## src/hdl/stfr_defines.svh

```systemverilog
// constants of the start-up timeout fault responder
// assumes inclusion by bare name from package and modules
`ifndef STFR_DEFINES_SVH
`define STFR_DEFINES_SVH

// ==========================================================
// command codes and configuration byte layout
`define STFR_CMD_CFG        8'h63
`define STFR_CMD_LIMIT      8'h62
`define STFR_CMD_TUNIT      8'hd2
`define STFR_CFG_RESET      8'hc0
`define STFR_RESP_MSB       7
`define STFR_RESP_LSB       6
`define STFR_RETRY_MSB      5
`define STFR_RETRY_LSB      3
`define STFR_DELAY_MSB      2
`define STFR_DELAY_LSB      0
`define STFR_RETRY_NONE     3'h0
`define STFR_RETRY_FOREVER  3'h7

// ==========================================================
// timing
`define STFR_CLK_PERIOD_NS  10
`define STFR_MS_NS          1000000
`define STFR_MS_CYCLES      ((`STFR_MS_NS + `STFR_CLK_PERIOD_NS - 1) / `STFR_CLK_PERIOD_NS)

`endif

```

## src/hdl/stfr_pkg.sv

```systemverilog
// types of the start-up timeout fault responder
// assumes stfr_defines.svh is on the include path
`include "stfr_defines.svh"

package stfr_pkg;

  // ========================================================
  // response codes
  typedef enum logic [1:0] {
    RESP_IGNORE    = 2'h0,
    RESP_RUN_RETRY = 2'h1,
    RESP_DIS_RETRY = 2'h2,
    RESP_LATCH_OFF = 2'h3
  } resp_mode_t;

  // ========================================================
  // sequencer states
  typedef enum logic [5:0] {
    ST_OFF   = 6'h01,
    ST_START = 6'h02,
    ST_RUN   = 6'h04,
    ST_HOLD  = 6'h08,
    ST_WAIT  = 6'h10,
    ST_LATCH = 6'h20
  } seq_state_t;

  // ========================================================
  // whole state of the responder
  typedef struct packed {
    seq_state_t  state;
    logic [7:0]  cfg;
    logic [7:0]  rdata;
    logic        vsync1;
    logic        vsync2;
    logic        out_on;
    logic        fault;
    logic        latched;
    logic [2:0]  attempts;
    logic [31:0] ms_sub;
    logic [15:0] ms_cnt;
    logic        tmr_start;
    logic [31:0] tmr_load;
  } resp_reg_t;

  // whole state of the delay timer
  typedef struct packed {
    logic [31:0] cnt;
    logic        expired;
  } tmr_reg_t;

endpackage

```

## src/hdl/stfr_timer_if.sv

```systemverilog
// link between the responder and its delay timer
// assumes both ends run on the same clock
`timescale 1ns/1ns
`default_nettype none

interface stfr_timer_if;
  logic        start;
  logic [31:0] load;
  logic        expired;

  modport ctrl (output start, output load, input expired);
  modport timer (input start, input load, output expired);
endinterface : stfr_timer_if

`default_nettype wire
```

## src/hdl/startup_timeout_fault_responder.sv

```systemverilog
// start-up timeout detection and fault response sequencer
// assumes a same-clock command engine, an asynchronous vout comparator
`timescale 1ns/1ns
`default_nettype none
`include "stfr_defines.svh"

module startup_timeout_fault_responder
  import stfr_pkg::*;
#(
  parameter int unsigned MS_CYCLES = `STFR_MS_CYCLES
)(
  input  wire logic        mclk,
  input  wire logic        rst_n,
  input  wire logic [7:0]  cmd_code,
  input  wire logic        cmd_wr,
  input  wire logic [7:0]  cmd_wdata,
  output logic      [7:0]  cmd_rdata,
  input  wire logic        clear_faults,
  input  wire logic        fault_bit_clear,
  input  wire logic        enable_cmd,
  input  wire logic        other_fault_off,
  input  wire logic        vout_above_uv,
  input  wire logic [15:0] startup_timeout_limit,
  input  wire logic [23:0] vout_time_unit_cycles,
  output logic             output_on,
  output logic             startup_fault,
  output logic             fault_latched,
  output logic      [2:0]  attempt_count
);

  // ========================================================
  // parameter check
  generate
    if (MS_CYCLES < 1) begin : g_bad_ms
      $error("MS_CYCLES must be at least one");
    end
  endgenerate

  // ========================================================
  // helpers
  function automatic logic [31:0] delay_cycles(
    input logic [23:0] unit,
    input logic [2:0]  code
  );
    delay_cycles = {8'h0, unit} << code;
  endfunction

  function automatic logic retries_left(
    input logic [2:0] setting,
    input logic [2:0] used
  );
    if (setting == `STFR_RETRY_NONE) begin
      retries_left = 1'b0;
    end else if (setting == `STFR_RETRY_FOREVER) begin
      retries_left = 1'b1;
    end else begin
      retries_left = (used < setting);
    end
  endfunction

  function automatic seq_state_t after_fail(
    input logic [2:0] setting,
    input logic [2:0] used
  );
    if (retries_left(setting, used)) begin
      after_fail = ST_WAIT;
    end else begin
      after_fail = ST_LATCH;
    end
  endfunction

  // start pulse and expiry flag each take one clock of the interval
  function automatic logic [31:0] timer_load(
    input logic [31:0] len
  );
    if (len > 32'h2) begin
      timer_load = len - 32'h2;
    end else begin
      timer_load = 32'h1;
    end
  endfunction

  // ========================================================
  // state and timer link
  resp_reg_t     s_reg;
  resp_reg_t     s_next;
  stfr_timer_if  tmr ();

  stfr_delay_timer u_timer (
    .mclk  (mclk),
    .rst_n (rst_n),
    .t     (tmr.timer)
  );

  assign tmr.start = s_reg.tmr_start;
  assign tmr.load  = timer_load(s_reg.tmr_load);

  // ========================================================
  // decoded fields
  resp_mode_t  mode;
  logic [2:0]  retry_set;
  logic [2:0]  delay_code;
  logic [31:0] delay_len;
  logic        tmr_done;
  logic        timed_out;
  logic        do_clear;

  always_comb begin
    mode       = resp_mode_t'(s_reg.cfg[`STFR_RESP_MSB:`STFR_RESP_LSB]);
    retry_set  = s_reg.cfg[`STFR_RETRY_MSB:`STFR_RETRY_LSB];
    delay_code = s_reg.cfg[`STFR_DELAY_MSB:`STFR_DELAY_LSB];
    delay_len  = delay_cycles(vout_time_unit_cycles, delay_code);
    tmr_done   = tmr.expired && !s_reg.tmr_start;
    timed_out  = (startup_timeout_limit != 16'h0) &&
                 (s_reg.ms_cnt >= startup_timeout_limit);
    do_clear   = clear_faults || fault_bit_clear;
  end

  // ========================================================
  // next state
  always_comb begin
    s_next           = s_reg;
    s_next.tmr_start = 1'b0;
    s_next.vsync1    = vout_above_uv;
    s_next.vsync2    = s_reg.vsync1;

    // configuration byte write and read-back
    if (cmd_wr && (cmd_code == `STFR_CMD_CFG)) begin
      s_next.cfg = cmd_wdata;
    end
    if (cmd_code == `STFR_CMD_CFG) begin
      s_next.rdata = s_reg.cfg;
    end else begin
      s_next.rdata = 8'h0;
    end

    // sticky fault flag cleared by software
    if (do_clear) begin
      s_next.fault = 1'b0;
    end

    unique case (s_reg.state)
      ST_OFF: begin
        s_next.out_on = 1'b0;
        if (enable_cmd && !other_fault_off) begin
          s_next.state     = ST_START;
          s_next.out_on    = 1'b1;
          s_next.attempts  = 3'h0;
          s_next.ms_sub    = 32'h0;
          s_next.ms_cnt    = 16'h0;
          s_next.tmr_start = 1'b1;
          s_next.tmr_load  = delay_len;
        end
      end

      ST_START: begin
        if (s_reg.ms_sub >= MS_CYCLES - 1) begin
          s_next.ms_sub = 32'h0;
          if (s_reg.ms_cnt != 16'hffff) begin
            s_next.ms_cnt = s_reg.ms_cnt + 16'h1;
          end
        end else begin
          s_next.ms_sub = s_reg.ms_sub + 32'h1;
        end
        if (s_reg.vsync2) begin
          s_next.state = ST_RUN;
        end else if (timed_out) begin
          s_next.fault = 1'b1;
          unique case (mode)
            RESP_IGNORE: begin
              s_next.state = ST_RUN;
            end
            RESP_RUN_RETRY: begin
              s_next.state     = ST_HOLD;
              s_next.tmr_start = 1'b1;
              s_next.tmr_load  = delay_len;
            end
            RESP_DIS_RETRY: begin
              s_next.out_on  = 1'b0;
              s_next.state   = after_fail(retry_set, s_reg.attempts);
              s_next.latched = (s_next.state == ST_LATCH);
            end
            RESP_LATCH_OFF: begin
              s_next.out_on  = 1'b0;
              s_next.state   = ST_LATCH;
              s_next.latched = 1'b1;
            end
          endcase
        end
      end

      ST_RUN: begin
        s_next.out_on = 1'b1;
      end

      ST_HOLD: begin
        if (s_reg.vsync2) begin
          s_next.state = ST_RUN;
        end else if (tmr_done) begin
          s_next.out_on  = 1'b0;
          s_next.state   = after_fail(retry_set, s_reg.attempts);
          s_next.latched = (s_next.state == ST_LATCH);
        end
      end

      ST_WAIT: begin
        s_next.out_on = 1'b0;
        if (tmr_done) begin
          s_next.state     = ST_START;
          s_next.out_on    = 1'b1;
          s_next.ms_sub    = 32'h0;
          s_next.ms_cnt    = 16'h0;
          s_next.tmr_start = 1'b1;
          s_next.tmr_load  = delay_len;
          if (retry_set != `STFR_RETRY_FOREVER) begin
            s_next.attempts = s_reg.attempts + 3'h1;
          end
        end
      end

      ST_LATCH: begin
        s_next.out_on = 1'b0;
      end

      default: begin
        s_next.state  = ST_OFF;
        s_next.out_on = 1'b0;
      end
    endcase

    // clearing a latched or retrying sequence starts afresh
    if (do_clear && ((s_reg.state == ST_LATCH) || (s_reg.state == ST_WAIT))) begin
      s_next.state    = ST_OFF;
      s_next.out_on   = 1'b0;
      s_next.latched  = 1'b0;
      s_next.attempts = 3'h0;
    end

    // off command or another fault ends the sequence, but the sticky fault flag is kept
    if (!enable_cmd || other_fault_off) begin
      s_next.state     = ST_OFF;
      s_next.out_on    = 1'b0;
      s_next.latched   = 1'b0;
      s_next.attempts  = 3'h0;
      s_next.ms_sub    = 32'h0;
      s_next.ms_cnt    = 16'h0;
      s_next.tmr_start = 1'b0;
    end
  end

  // ========================================================
  // registers
  always_ff @(posedge mclk or negedge rst_n) begin
    if (!rst_n) begin
      s_reg <= '{
        state:     ST_OFF,
        cfg:       `STFR_CFG_RESET,
        rdata:     8'h0,
        vsync1:    1'b0,
        vsync2:    1'b0,
        out_on:    1'b0,
        fault:     1'b0,
        latched:   1'b0,
        attempts:  3'h0,
        ms_sub:    32'h0,
        ms_cnt:    16'h0,
        tmr_start: 1'b0,
        tmr_load:  32'h0
      };
    end else begin
      s_reg <= s_next;
    end
  end

  // ========================================================
  // outputs
  assign cmd_rdata     = s_reg.rdata;
  assign output_on     = s_reg.out_on;
  assign startup_fault = s_reg.fault;
  assign fault_latched = s_reg.latched;
  assign attempt_count = s_reg.attempts;

endmodule // startup_timeout_fault_responder

`default_nettype wire

```

## src/hdl/stfr_delay_timer.sv

```systemverilog
// one-shot delay timer counting mclk cycles
// assumes start is a one-cycle pulse from the responder
`timescale 1ns/1ns
`default_nettype none

module stfr_delay_timer
  import stfr_pkg::*;
(
  input  wire logic  mclk,
  input  wire logic  rst_n,
  stfr_timer_if.timer t
);

  tmr_reg_t s_reg;
  tmr_reg_t s_next;

  // ========================================================
  // count down, expired stays high until next start
  always_comb begin
    s_next = s_reg;
    if (t.start) begin
      s_next.cnt     = (t.load == 32'h0) ? 32'h1 : t.load;
      s_next.expired = 1'b0;
    end else if (s_reg.cnt == 32'h1) begin
      s_next.cnt     = 32'h0;
      s_next.expired = 1'b1;
    end else if (s_reg.cnt != 32'h0) begin
      s_next.cnt = s_reg.cnt - 32'h1;
    end
  end

  always_ff @(posedge mclk or negedge rst_n) begin
    if (!rst_n) begin
      s_reg <= '{cnt: 32'h0, expired: 1'b1};
    end else begin
      s_reg <= s_next;
    end
  end

  assign t.expired = s_reg.expired;

endmodule // stfr_delay_timer

`default_nettype wire

```

## config.mk

```make
export PLATFORM = sky130hd
export DESIGN_NAME = startup_timeout_fault_responder
export DESIGN_NICKNAME = d
export VERILOG_FILES = /design/src/hdl/stfr_pkg.sv /design/src/hdl/stfr_timer_if.sv /design/src/hdl/startup_timeout_fault_responder.sv /design/src/hdl/stfr_delay_timer.sv
export VERILOG_INCLUDE_DIRS = /design/src /design/src/hdl
export SDC_FILE = /design/constraint.sdc
export NUM_CORES = 1
export LEC_CHECK = 0
export BUFFER_PORTS_ARGS = -buffer_cell sky130_fd_sc_hd__buf_2
export CAP_MARGIN = 10
export CORE_MARGIN = 5
export CORE_UTILIZATION = 30
export CTS_CLUSTER_DIAMETER = 80
export DETAILED_ROUTE_END_ITERATION = 16
export HOLD_SLACK_MARGIN = 0.03
export PLACE_DENSITY_LB_ADDON = 0.3
export SKIP_LAST_GASP = 1
export SYNTH_ARGS = -nofsm -noshare
export SYNTH_HDL_FRONTEND = slang
export SYNTH_SLANG_ARGS = --single-unit
```

## constraint.sdc

```tcl
create_clock -name mclk -period 2.8 [get_ports mclk]
set_input_delay 0.84 -clock mclk [delete_from_list [all_inputs] [get_ports mclk]]
set_output_delay 0.84 -clock mclk [all_outputs]
set_load 0.02 [all_outputs]
```

==> key figures <==
Status
  • Status: complete, no violations

STA
  • Tcrit/Tclk final: 95.9%
  • Final setup violation count: 0
  • F_max: ~370 MHz
  • Final min period: ~2.7 ns
  • Final setup skew: between 0.01 and 0.015 ns
  • Rel. slew slack: a little over a third
  • Slew Limit Fails: 0
  • Measured slew at the worst slew-check pin: 0.965 ns
  • Final setup margin: between 0.1 and 0.15 ns
  • RSZ-0062 raised after global routing: no
  • Final Hold Viols: 0
  • Final setup TNS: 0 ns

Logic synthesis
  • Synth async-reset ratio: between 90% and 100%
  • Syn Area/Cell: ~9 sq um
  • Syn Inst Count: a little under 1000
  • Area share of and/or/nand/nor cells after synthesis: 23.2%
  • FF+latch count, synth: 143
  • Largest family of logic cells by synthesized area: simple AND/OR/NAND/NOR gates
  • Sequential area share after synthesis: between 30% and 40%
  • Number of synthesized flops with an enable pin: 0
  • Synth Area in XOR/XNOR: 6.88%
  • Adder-cell area share of the yosys netlist: 3.32%
  • Syn_nets: ~1100
  • Ys Warns: 0
  • Number of library cell types mapped by synthesis: 71
  • Mapped Area: 9040 sq um
  • Post-synthesis compound-gate area fraction: between 10% and 20%
  • Post-synthesis mux area share: 11.7%
  • Dominant synthesized flop cell: dfrtp_1

Layout
  • Nets: around 1200
  • Layout fillers: approximately 3000
  • Most frequent cells in the layout: dfrtp_1, nor2_1, nand2_1, buf_2, buf_4
  • Largest register FFs: 86
  • Non-filler instance count after layout: approximately 1500
  • Synth-to-layout area growth: 21.4%
  • Diode count: 0
  • Layout cells sized above 1: about a quarter
  • Final core utilization: about 37%
  • Commonest non-fill, non-tap cell in the layout: dfrtp_1

Global route
  • Number of global-route vias before repair: between 7000 and 8000
  • Global-route wire length before repair: roughly 37000 um
  • GR Overflow Total: 0
  • Largest net degree at the start of global routing: between 80 and 90
  • Initial antenna violation count: 0
  • GRT Total Usage: about 13%

Drt
  • Met3 routed WL: about 610 um
  • WL per Instance: 15.4 um
  • Metal2 WL: about 11000 um
  • Top Metal Used: met4
  • ANT nets after route: 0
  • Post-Route M1 WL: between 10000 and 15000 um
  • Post-Route WL: 23000 um
  • DR vias/cell: around 5.0
  • Total number of vias: between 7000 and 8000
  • DRC viols: 0
  • Pre-Repair DR Iteration Count: 5
  • Iter 0 DRT Violations: 438

Die
  • IO Count: between 70 and 80
  • Die Y: 184 um
  • Core area: a little under 30000 sq um
  • Initial core utilization: just over 30%
  • Die W: 184 um
  • Die area: ~34000 sq um
  • Row cnt: 63

Clock tree
  • Htree depth: 4
  • Cts bufs inserted: 17
  • Clock root buffer: clkbuf_16
  • Worst-path clk slew: 0.06 ns
  • CTS tree: built
  • Bufs on Longest Clock Path: 2
  • Cts hold-fix bufs: 0
  • Worst-Skew Late Latency: around 0.43 ns
  • # clock sinks: approximately 140

Critical path
  • CP Data Arrival Time: about 3 ns
  • Setup crit start kind: input pin
  • CP Class: in -> reg
  • Worst r2r path cells: 8
  • Reg2Reg Setup Slack: 0.16 ns
  • Max FO, Critical Path: 15
  • CP required: about 3.1 ns
  • Reg-to-reg critical path endpoint: u_timer.s_reg[1]$_DFFE_PN0P_
  • CP endpoint kind: register
  • Worst r2r src: s_reg[11]$_DFFE_PN0P_

Run
  • # Max-Cap Violations: 0

Place
  • Place WS: -0.402 ns
  • Port Buffers: 77
  • Cells after DPL: 1461
  • Final GP Congestion: 0.843
  • Post-DP HPWL: between 15000 and 20000 um

Pwr
  • Leak: ~4.8 nW
  • Worst vdd ir: about 0.00030 V
  • Pwr dens: ~560 nW/um^2

Worst hold path
  • Worst Hold Class: in -> async
-- through the flow --
| step | cell area (sq um) | hold WS, ns | total power, W |
|---|---|---|---|
| after floorplan | 9170 | 0.331 | 0.00352 |
| after global placement | 10400 | 0.341 | 0.00396 |
| after detailed placement | 10400 | 0.346 | 0.00398 |
| after CTS | 10900 | 0.178 | 0.00617 |
| after global routing | 11000 | 0.177 | 0.00647 |
| final | 11000 | 0.193 | 0.00614 |
-- per-layer routing --
layer,GRT usage (%),up-vias
li1,-,3742
met1,18.7,3644
met2,21.9,98
met3,2.28,25
met4,3.22,0
met5,0,-
-- kinds of logic (layout without fill, tap and decap cells) --
logic type      after synthesis  in the layout
compound gates              152            152
mux                          91             91
flops                       143            143
buf+inv                      92            221
simple gates                402            402
xor+xnor                     71             71
fa+ha+maj                    24             24
-- critical path, stage by stage --
cell and delay [ns]:
buf_2 0.10, inv_1 0.05, ha_1 0.29, nand2_1 0.08, a2111o_1 0.43, a31oi_4 0.19, o31ai_4 0.09, o41ai_4 0.20
buf_4 0.20, clkbuf_16 0.20, mux2_2 0.34
-- Yosys cell counts (26+ instances only) --
master / count / area, sq um
inv_1: 38 / 143
xnor2_1: 28 / 245
clkbuf_1: 32 / 120
nand3_1: 26 / 130
a21oi_1: 40 / 200
mux2i_1: 30 / 300
nor4_1: 27 / 169
o21ai_0: 33 / 165
nor2_1: 105 / 394
xor2_1: 43 / 377
dfrtp_1: 139 / 3480
nor3_1: 26 / 130
mux2_2: 55 / 619
nand2_1: 79 / 297
-- power by group --
part           switching [W]  total (W)  internal (W)
registers           0.000297    0.00261       0.00232
logic               0.000694    0.00135      0.000661
clock network       0.000921    0.00217       0.00125
-- worst max path at each step --
stage | startpoint | to | slack, ns | cells after the start
3_3_place_gp | startup_timeout_limit[9] | s_reg[1]$_DFFE_PN0P_ | -0.38 | 11
5_1_grt | s_reg[1]$_DFFE_PN0P_ | u_timer.s_reg[1]$_DFFE_PN0P_ | 0.01 | 9
4_1_cts | u_timer.s_reg[9]$_DFFE_PN0P_ | u_timer.s_reg[26]$_DFFE_PN0P_ | 0.04 | 7
6_report | startup_timeout_limit[7] | s_reg[11]$_DFFE_PN0P_ | 0.12 | 11
2_1_floorplan | startup_timeout_limit[9] | s_reg[22]$_DFFE_PN0P_ | -0.18 | 10
3_5_place_dp | startup_timeout_limit[9] | s_reg[3]$_DFFE_PN0P_ | -0.40 | 11
-- area by class of cell --
class / instances / area [sq um] / share of cell area (%)
clock buffers: 19 / 443 / 4.04
flip-flops and latches: 143 / 3580 / 32.7
repair buffers: 151 / 1010 / 9.25
clock inverters: 12 / 111 / 1.02
multi-input cells: 740 / 5170 / 47.2
inverters: 39 / 154 / 1.40
well taps: 390 / 488 / 4.45
-- repair_timing --
item | CTS | global route
setup buffers | 0 | 1
resized for setup | 0 | 3
endpoints found under the setup margin | 0 | 32
Power figures use the tool's default switching activity.
